<file path="config.mk">
export PLATFORM = sky130hd
export DESIGN_NAME = peripheral_irq_flag_regs
export DESIGN_NICKNAME = d
export VERILOG_FILES = /design/src/rtl/peripheral_irq_flag_regs.v /design/src/rtl/sticky_flag_bank.v
export VERILOG_INCLUDE_DIRS = /design/src /design/src/rtl
export SDC_FILE = /design/constraint.sdc
export NUM_CORES = 1
export LEC_CHECK = 0
export BUFFER_PORTS_ARGS = -buffer_cell sky130_fd_sc_hd__buf_4
export CORE_ASPECT_RATIO = 1.5
export CORE_MARGIN = 4
export CORE_UTILIZATION = 30
export DETAILED_ROUTE_END_ITERATION = 10
export PLACE_DENSITY = 0.57
export SYNTH_ARGS = -nofsm -noshare
export SYNTH_HDL_FRONTEND = slang
export SYNTH_SLANG_ARGS = --single-unit
</file>
<file path="constraint.sdc">
create_clock -name core_clk_i -period 2 [get_ports core_clk_i]
set_input_delay 0.6 -clock core_clk_i [delete_from_list [all_inputs] [get_ports core_clk_i]]
set_output_delay 0.6 -clock core_clk_i [all_outputs]
set_load 0.02 [all_outputs]
</file>
<file path="src/rtl/irq_flag_defs.vh">
`ifndef IRQ_FLAG_DEFS_VH
`define IRQ_FLAG_DEFS_VH
`define ADDR_MEM_FLAGS   8'h8D
`define ADDR_TMR_FLAGS   8'h8E
`define ADDR_PWM_FLAGS   8'h8F
`define ADDR_SER_FLAGS   8'h90
`define ADDR_IRQ_STATUS  8'hA0
`define ADDR_IRQ_MASK    8'hA1
`define MEM_FLAGS_MASK   8'h03
`define TMR_FLAGS_MASK   8'h6F
`define PWM_FLAGS_MASK   8'h0F
`define SER_FLAGS_MASK   8'h3F
`define SER_RX_BIT       7
`define SER_TX_BIT       6
`define FLAGS_RESET      8'h00
`define IRQ_GRP_RESET    4'h0
`endif

</file>
<file path="src/rtl/peripheral_irq_flag_regs.v">
`timescale 1ns/1ps
`include "irq_flag_defs.vh"
module peripheral_irq_flag_regs (
  input  wire       core_clk_i,
  input  wire       rst_n_i,
  input  wire [7:0] addr_i,
  input  wire [7:0] wdata_i,
  input  wire       wr_i,
  input  wire       rd_i,
  output reg  [7:0] rdata_o,
  input  wire       checksum_evt_i,
  input  wire       memory_op_done_evt_i,
  input  wire       capcmp_unit2_evt_i,
  input  wire       capcmp_unit1_evt_i,
  input  wire       timer_four_evt_i,
  input  wire       timer_two_evt_i,
  input  wire       timer_three_gate_active_i,
  input  wire       timer_three_evt_i,
  input  wire       pulse_unit2_param_evt_i,
  input  wire       pulse_unit2_period_evt_i,
  input  wire       pulse_unit1_param_evt_i,
  input  wire       pulse_unit1_period_evt_i,
  input  wire       serial1_rx_not_empty_i,
  input  wire       serial1_tx_empty_i,
  input  wire [3:0] logic_cell_evt_i,
  input  wire       waveform_gen_evt_i,
  input  wire       oscillator_unit_evt_i,
  output wire       irq_o
);
  wire [7:0] mem_flags;
  wire [7:0] tmr_flags;
  wire [7:0] pwm_flags;
  wire [7:0] ser_flags;
  wire [3:0] grp_rise;
  reg        gate_act_ff;
  reg  [3:0] irq_status_ff;
  reg  [3:0] irq_mask_ff;
  reg  [3:0] nxt_irq_status;
  wire [7:0] mem_set;
  wire [7:0] tmr_set;
  wire [7:0] pwm_set;
  wire [7:0] ser_set;
  wire       gate_fall;
  wire       wr_mem;
  wire       wr_tmr;
  wire       wr_pwm;
  wire       wr_ser;

  // gate level comes from the timer logic on this clock; a fall marks inactive
  always @(posedge core_clk_i) begin
    if (!rst_n_i) begin
      gate_act_ff <= 1'b0;
    end else begin
      gate_act_ff <= timer_three_gate_active_i;
    end
  end
  assign gate_fall = gate_act_ff & ~timer_three_gate_active_i;

  assign mem_set = {6'h00, checksum_evt_i, memory_op_done_evt_i};
  // capture unit events already reflect the unit's own mode selection
  assign tmr_set = {1'b0, capcmp_unit2_evt_i, capcmp_unit1_evt_i, 1'b0,
                    timer_four_evt_i, timer_two_evt_i,
                    gate_fall, timer_three_evt_i};
  assign pwm_set = {4'h0, pulse_unit2_param_evt_i, pulse_unit2_period_evt_i,
                    pulse_unit1_param_evt_i, pulse_unit1_period_evt_i};
  assign ser_set = {2'h0, logic_cell_evt_i,
                    waveform_gen_evt_i, oscillator_unit_evt_i};

  assign wr_mem = wr_i && (addr_i == `ADDR_MEM_FLAGS);
  assign wr_tmr = wr_i && (addr_i == `ADDR_TMR_FLAGS);
  assign wr_pwm = wr_i && (addr_i == `ADDR_PWM_FLAGS);
  assign wr_ser = wr_i && (addr_i == `ADDR_SER_FLAGS);

  sticky_flag_bank #(.IMPL_MASK(`MEM_FLAGS_MASK)) u_mem_bank (
    .core_clk_i (core_clk_i),
    .rst_n_i    (rst_n_i),
    .set_i      (mem_set),
    .wr_i       (wr_mem),
    .wdata_i    (wdata_i),
    .flags_o    (mem_flags),
    .rise_o     (grp_rise[0])
  );
  sticky_flag_bank #(.IMPL_MASK(`TMR_FLAGS_MASK)) u_tmr_bank (
    .core_clk_i (core_clk_i),
    .rst_n_i    (rst_n_i),
    .set_i      (tmr_set),
    .wr_i       (wr_tmr),
    .wdata_i    (wdata_i),
    .flags_o    (tmr_flags),
    .rise_o     (grp_rise[1])
  );
  sticky_flag_bank #(.IMPL_MASK(`PWM_FLAGS_MASK)) u_pwm_bank (
    .core_clk_i (core_clk_i),
    .rst_n_i    (rst_n_i),
    .set_i      (pwm_set),
    .wr_i       (wr_pwm),
    .wdata_i    (wdata_i),
    .flags_o    (pwm_flags),
    .rise_o     (grp_rise[2])
  );
  // upper two bits are never stored: the serial unit owns them
  sticky_flag_bank #(.IMPL_MASK(`SER_FLAGS_MASK)) u_ser_bank (
    .core_clk_i (core_clk_i),
    .rst_n_i    (rst_n_i),
    .set_i      (ser_set),
    .wr_i       (wr_ser),
    .wdata_i    (wdata_i),
    .flags_o    (ser_flags),
    .rise_o     (grp_rise[3])
  );

  // per-group sticky event status, write one to clear; set beats clear
  always @* begin
    nxt_irq_status = irq_status_ff;
    if (wr_i && (addr_i == `ADDR_IRQ_STATUS)) begin
      nxt_irq_status = nxt_irq_status & ~wdata_i[3:0];
    end
    nxt_irq_status = nxt_irq_status | grp_rise;
  end
  always @(posedge core_clk_i) begin
    if (!rst_n_i) begin
      irq_status_ff <= `IRQ_GRP_RESET;
      irq_mask_ff   <= `IRQ_GRP_RESET;
    end else begin
      irq_status_ff <= nxt_irq_status;
      if (wr_i && (addr_i == `ADDR_IRQ_MASK)) begin
        irq_mask_ff <= wdata_i[3:0];
      end
    end
  end
  assign irq_o = |(irq_status_ff & irq_mask_ff);

  // read data valid the cycle after the strobe; serial bits are live status
  always @(posedge core_clk_i) begin
    if (!rst_n_i) begin
      rdata_o <= 8'h00;
    end else if (rd_i) begin
      case (addr_i)
        `ADDR_MEM_FLAGS:  rdata_o <= mem_flags;
        `ADDR_TMR_FLAGS:  rdata_o <= tmr_flags;
        `ADDR_PWM_FLAGS:  rdata_o <= pwm_flags;
        `ADDR_SER_FLAGS:  rdata_o <= {serial1_rx_not_empty_i,
                                      serial1_tx_empty_i,
                                      ser_flags[5:0]};
        `ADDR_IRQ_STATUS: rdata_o <= {4'h0, irq_status_ff};
        `ADDR_IRQ_MASK:   rdata_o <= {4'h0, irq_mask_ff};
        default:          rdata_o <= 8'h00;
      endcase
    end else begin
      rdata_o <= 8'h00;
    end
  end
endmodule

</file>
<file path="src/rtl/sticky_flag_bank.v">
`timescale 1ns/1ps
`include "irq_flag_defs.vh"
// one 8-bit bank of hardware-set, write-to-clear-or-set flags
module sticky_flag_bank #(
  parameter [7:0] IMPL_MASK = 8'hFF
) (
  input  wire       core_clk_i,
  input  wire       rst_n_i,
  input  wire [7:0] set_i,
  input  wire       wr_i,
  input  wire [7:0] wdata_i,
  output wire [7:0] flags_o,
  output wire       rise_o
);
  reg  [7:0] flags_ff;
  reg  [7:0] nxt_flags;
  always @* begin
    // software writes the whole byte, but a same-cycle event still wins
    nxt_flags = wr_i ? wdata_i : flags_ff;
    nxt_flags = (nxt_flags | set_i) & IMPL_MASK;
  end
  always @(posedge core_clk_i) begin
    if (!rst_n_i) begin
      flags_ff <= `FLAGS_RESET;
    end else begin
      flags_ff <= nxt_flags;
    end
  end
  assign flags_o = flags_ff;
  assign rise_o  = |(set_i & IMPL_MASK & ~flags_ff);
endmodule

</file>
# == After elaboration in Yosys (flattened, before gate mapping) ==
# Cells that the tools add are included.
# totals
reg_bits,35
input_bits,40
word_cells,50
# classes
eq_ne,6
n_mux,6
n_bitwise,18
reduce_logical,12
# op_table
operator,count
$eq 8x8->1 const B,6
$pmux 8 s6,1
$reduce_or 8->1,4
$and 2x8->8,1
$and 4x4->4,2
$and 4x8->8,1
$and 6x8->8,1
$and 7x8->8,1
$mux 4,2
$not 2->8,1
$not 4->8,1
$not 6->8,1
$not 7->8,1
$or 4x4->4,2
$mux 7,1
$or 7x7->7,1
$logic_and 1x1->1,6
$mux 6,1
$or 6x6->6,1
$not 4->4,1
$reduce_or 4->1,1
$mux 2,1
$or 2x2->2,1
$reduce_and 2->1,1
other kinds (2),2

# == Logic depth before layout (Yosys ltp) ==
# logic_depth
depth_word,5
ltp_mapped,6
depth_no_buf,4

# == Modules after synthesis ==
# A second synthesis with hierarchy kept.
# unflattened
hier_cells,218
area_unflattened_um2,2043.2
# modules_own_cells
mod,n_inst,cells_per_inst,area_each_um2
peripheral_irq_flag_regs,1,116,1081.0
sticky_flag_bank at u_ser_bank ...,2,32,302.8
sticky_flag_bank at u_pwm_bank,1,22,219.0
sticky_flag_bank at u_mem_bank,1,16,137.6

# == Worst setup path before layout ==
# Ideal clock, no wire load.
# synth_timing
path_kind,input port to flip-flop
from,input addr_i[6]
to,"register u_tmr_bank.flags_ff[5], in the netlist u_tmr_bank.flags_o[5]"
setup_ps,132
t_arrival_ps,1923
t_required_ps,1868
slack_ps,-55
path_stages,6
path_buffers,2
cell_sequence,or3b_1 -> buf_6 -> or4_4 -> buf_6 -> mux2i_1 -> a21oi_1
# synth_between
elab_chain_cells,4
# synth_rtl
element,line_no,source
start: declaration,peripheral_irq_flag_regs.v:6,"input wire [7:0] addr_i,"
$eq 8x8->1,-,
$logic_and 1x1->1,peripheral_irq_flag_regs.v:70,assign wr_tmr = wr_i && (addr_i == `ADDR_TMR_FLAGS);
$mux 7,sticky_flag_bank.v:19,nxt_flags = wr_i ? wdata_i : flags_ff;
$or 7x7->7,sticky_flag_bank.v:20,nxt_flags = (nxt_flags | set_i) & IMPL_MASK;
end signal: assignment,sticky_flag_bank.v:24,flags_ff <= `FLAGS_RESET;
end signal: assignment,sticky_flag_bank.v:26,flags_ff <= nxt_flags;
end: declaration,sticky_flag_bank.v:15,reg [7:0] flags_ff;
# Every way passes these cells.
# A chain may end at the register's enable or synchronous reset.

# == Worst setup path after layout ==
# layout_timing
from,input addr_i[6]
to,register irq_status_ff[1]
# layout_between
elab_chain_cells,4
# layout_rtl
element,line_no,source
$eq 8x8->1,-,
$logic_and 1x1->1,peripheral_irq_flag_regs.v:115,if (wr_i && (addr_i == `ADDR_IRQ_STATUS)) begin
$mux 4,peripheral_irq_flag_regs.v:115,
$or 4x4->4,peripheral_irq_flag_regs.v:118,nxt_irq_status = nxt_irq_status | grp_rise;
end signal: assignment,peripheral_irq_flag_regs.v:122,irq_status_ff <= `IRQ_GRP_RESET;
end signal: assignment,peripheral_irq_flag_regs.v:125,irq_status_ff <= nxt_irq_status;
end: declaration,peripheral_irq_flag_regs.v:36,reg [3:0] irq_status_ff;
# Every way passes these cells.

==> summary.txt <==
Run status
  • Outcome: completed

Die
  • Die ar.: 0.007049 sq mm
  • # rows: 33
  • Core Region: around 0.0055 sq mm
  • Die W: 69.90 um
  • Initial core utilization: 0.3116
  • Die H: slightly above 100 um
  • Total I/O pin count: ~50

Clocking
  • Post-CTS Setup Bufs: 0
  • CTS Sinks: 35
  • CTS-repair resized insts: 0
  • Root buffer cell: clkbuf_8
  • Max H-tree Level: 2
  • Clock Path Buffers: 2
  • TritonCTS clock tree: yes
  • Cts bufs inserted: 5
  • Clock slew at reported path FFs: approximately 0.070 ns
  • # hold bufs at CTS: 0
  • Clock latency on the worst-skew pair: around 0.29 ns

Final layout
  • Multi-input gate area: 905.9 sq um
  • Nets: 304
  • Share of layout cells above drive strength 1: 0.2981
  • Fillcell total: roughly 600
  • Layout area overhead: 36.14%
  • Design Area, Final: 0.002347 sq mm
  • Reg area: 700.7 sq um
  • Diodes inserted: 0

Setup path
  • CP max-delay cell: nor4bb_1
  • Worst Path Required: approximately 2.2 ns
  • Top delay family on crit path: simple AND/OR/NAND/NOR gates
  • Startpoint types: primary input
  • Crit-path max FO: 4
  • Crit path buf inv count: 2
  • Crit path kind: in -> reg
  • Cell mode on critical path: buf_4
  • Worst stage delay on the critical path: approximately 0.44 ns
  • CP Cell Sequence: buf_4 -> buf_4 -> nor4bb_1 -> nand4b_1 -> o21a_1 -> o31a_1
  • Crit path DAT: between 2 and 2.5 ns
  • CP Capture Type: flop

Routing
  • DR pass1 iterations: 4
  • Via density: 5.042
  • Vias: 1689
  • Routed len/inst: approximately 15 um
  • Antenna viol nets, final: 0
  • Final wirelength: about 5.1 mm
  • Initial DRC count: just under 100
  • DRC: 0

Timing
  • Tcrit/Tclk final: 0.9494
  • Unrepaired setup endpoints after global routing: no
  • Fmax: 526.6 MHz
  • Clk_skew: about 0.0077 ns
  • Final TNS setup: 0 ns
  • Final-report setup violation count: 0
  • Max Slew Vio Count: 0
  • Max_slew headroom: 0.6945
  • Slew @ Worst Pin: between 0.4 and 0.5 ns
  • Fin. Hold Viols: 0
  • Tmin final: ~1.9 ns

Synth
  • Avg Synthesized Cell Area: ~8.5 sq um
  • Post-Syn Nets: 243
  • Mapped Area: about 0.0017 sq mm
  • Seq/Total Area, Yosys: 0.4064
  • Top_reg_cell synth: dfxtp_1
  • Yosys warns: 0
  • Synth Instances: 203
  • Yosys reg bits: 35
  • Synth unique cells: 38
  • Asr flop ratio synth: 0
  • EDFF count, synth: 0

Power
  • Sequential share of power: 0.465
  • Clock share of power: 0.399
  • Combinational Power Share: 0.136
  • NetSw: about 0.41 mW
  • PwrDens: roughly 690 mW/mm^2
  • Pleak: about 1.1 nW
  • Worst vdd ir: between 0.0005 and 0.0006 V
  • Internal: 1.219 mW
  • Switching Fraction: 0.2506

Global route
  • First-pass GRT wire length: 8.211 mm
  • Pin count of the biggest net entering global routing: 16
  • Number of global-route vias before repair: between 1500 and 2000
  • Total GRT Usage: 0.1479
  • Initial antenna violation count: 0
  • Grt ovf: 0

Hold path
  • Worst Hold Class: reg -> reg

Placement
  • GPL Wtd Cong: ~0.89
  • Placed instance area: 0.002235 sq mm
  • Detailed-placement wirelength estimate: 3.873 mm
  • Port Buffers: between 40 and 50

Run
  • Max Cap Viol: 0
-- state kept, by name, summed over array words and instances (netlist names) --
register / flops
irq_mask_ff: 4
u_ser_bank.flags_o: 6
u_mem_bank.flags_o: 2
u_tmr_bank.flags_o: 6
rdata_o: 8
u_pwm_bank.flags_o: 4
gate_act_ff: 1
irq_status_ff: 4
-- through the flow --
step	util	worst slack [ns]	hold slack [ns]	power [mW]	cells
2_1_floorplan	-	-0.05170	0.4373	0.8708	203
3_3_place_gp	0.4039	-0.1031	0.4530	0.9918	327
3_5_place_dp	0.4039	-0.1118	0.4564	0.9940	327
4_1_cts	0.4242	0.1328	0.4666	1.638	335
5_1_grt	0.4242	0.001210	0.4981	1.697	335
6_report	0.4242	0.1011	0.4640	1.626	335
-- power groups by stage --
stage | combinational, mW | sequential, mW | clock (mW)
floorplan | 0.108 | 0.763 | 0
global placement | 0.219 | 0.772 | 0
detailed placement | 0.221 | 0.773 | 0
CTS | 0.223 | 0.757 | 0.659
global route | 0.245 | 0.761 | 0.691
finish | 0.220 | 0.756 | 0.650
-- path summary, 6_finish.rpt --
| path | to | from | slack, ns | cells after the start |
|---|---|---|---|---|
| max | irq_status_ff[1] | addr_i[6] | 0.10 | 6 |
| min | u_tmr_bank.flags_o[6] | u_tmr_bank.flags_o[6] | 0.46 | 2 |
| max reg2reg | rdata_o[0] | u_tmr_bank.flags_o[0] | 0.84 | 4 |
| min reg2reg | u_tmr_bank.flags_o[6] | u_tmr_bank.flags_o[6] | 0.46 | 2 |
-- cells in the final DEF, fill, tap and decap left out, types with 5 or more instances in the layout --
cell / n
a211oi_1: 6
a21oi_1: 21
a22oi_1: 7
a31oi_1: 10
buf_4: 63
clkbuf_8: 5
dfxtp_1: 35
inv_1: 18
mux2i_1: 10
nand2_1: 12
nor2_1: 16
nor2b_1: 6
nor3_1: 10
-- cell type report --
type,instances,share of cell area
clock inverter,3,0.01866
tap,70,0.03731
timing repair buffer,63,0.2015
clock buffer,5,0.02932
inverter,18,0.02878
multi-input combinational,141,0.3859
sequential,35,0.2985
-- tightest hold or removal path, stage by stage (launching register included) --
cell     delay, ns
dfxtp_1       0.32
nand2_1       0.05
a21oi_1       0.05
-- cell families after synthesis --
logic type | share of synthesized area
AND/OR/NAND/NOR | 0.2199
multiplexers | 0.08418
buffers and inverters | 0.06821
AO/OA/AOI/OAI | 0.2213
flip-flops | 0.4064
-- synth_stat cells (2+ instances only) --
| cell | instances | share of area |
|---|---|---|
| o21ai_0 | 3 | 0.0087 |
| mux2_2 | 4 | 0.026 |
| and4_1 | 2 | 0.010 |
| a22oi_1 | 7 | 0.030 |
| clkbuf_1 | 6 | 0.013 |
| nand3_1 | 4 | 0.012 |
| nor2b_1 | 6 | 0.022 |
| a22o_1 | 4 | 0.020 |
| inv_1 | 18 | 0.039 |
| nand4b_1 | 2 | 0.010 |
| nor3_1 | 10 | 0.029 |
| mux2i_1 | 10 | 0.058 |
| buf_6 | 2 | 0.013 |
| a31oi_1 | 10 | 0.036 |
| nand2_1 | 12 | 0.026 |
| and2_1 | 3 | 0.011 |
| nor2_1 | 16 | 0.035 |
| nand2b_1 | 3 | 0.011 |
| o221ai_1 | 2 | 0.010 |
| a21oi_1 | 21 | 0.061 |
| a211oi_1 | 6 | 0.026 |
| a221oi_1 | 2 | 0.010 |
| dfxtp_1 | 35 | 0.41 |
-- layer usage --
metal | GRT usage | share of wire
met3 | 0.02295 | 0.040
met2 | 0.2622 | 0.53
met5 | 0 | 0
met4 | 0.06342 | 0.019
met1 | 0.1759 | 0.41
(Power assumes the default switching activity.)
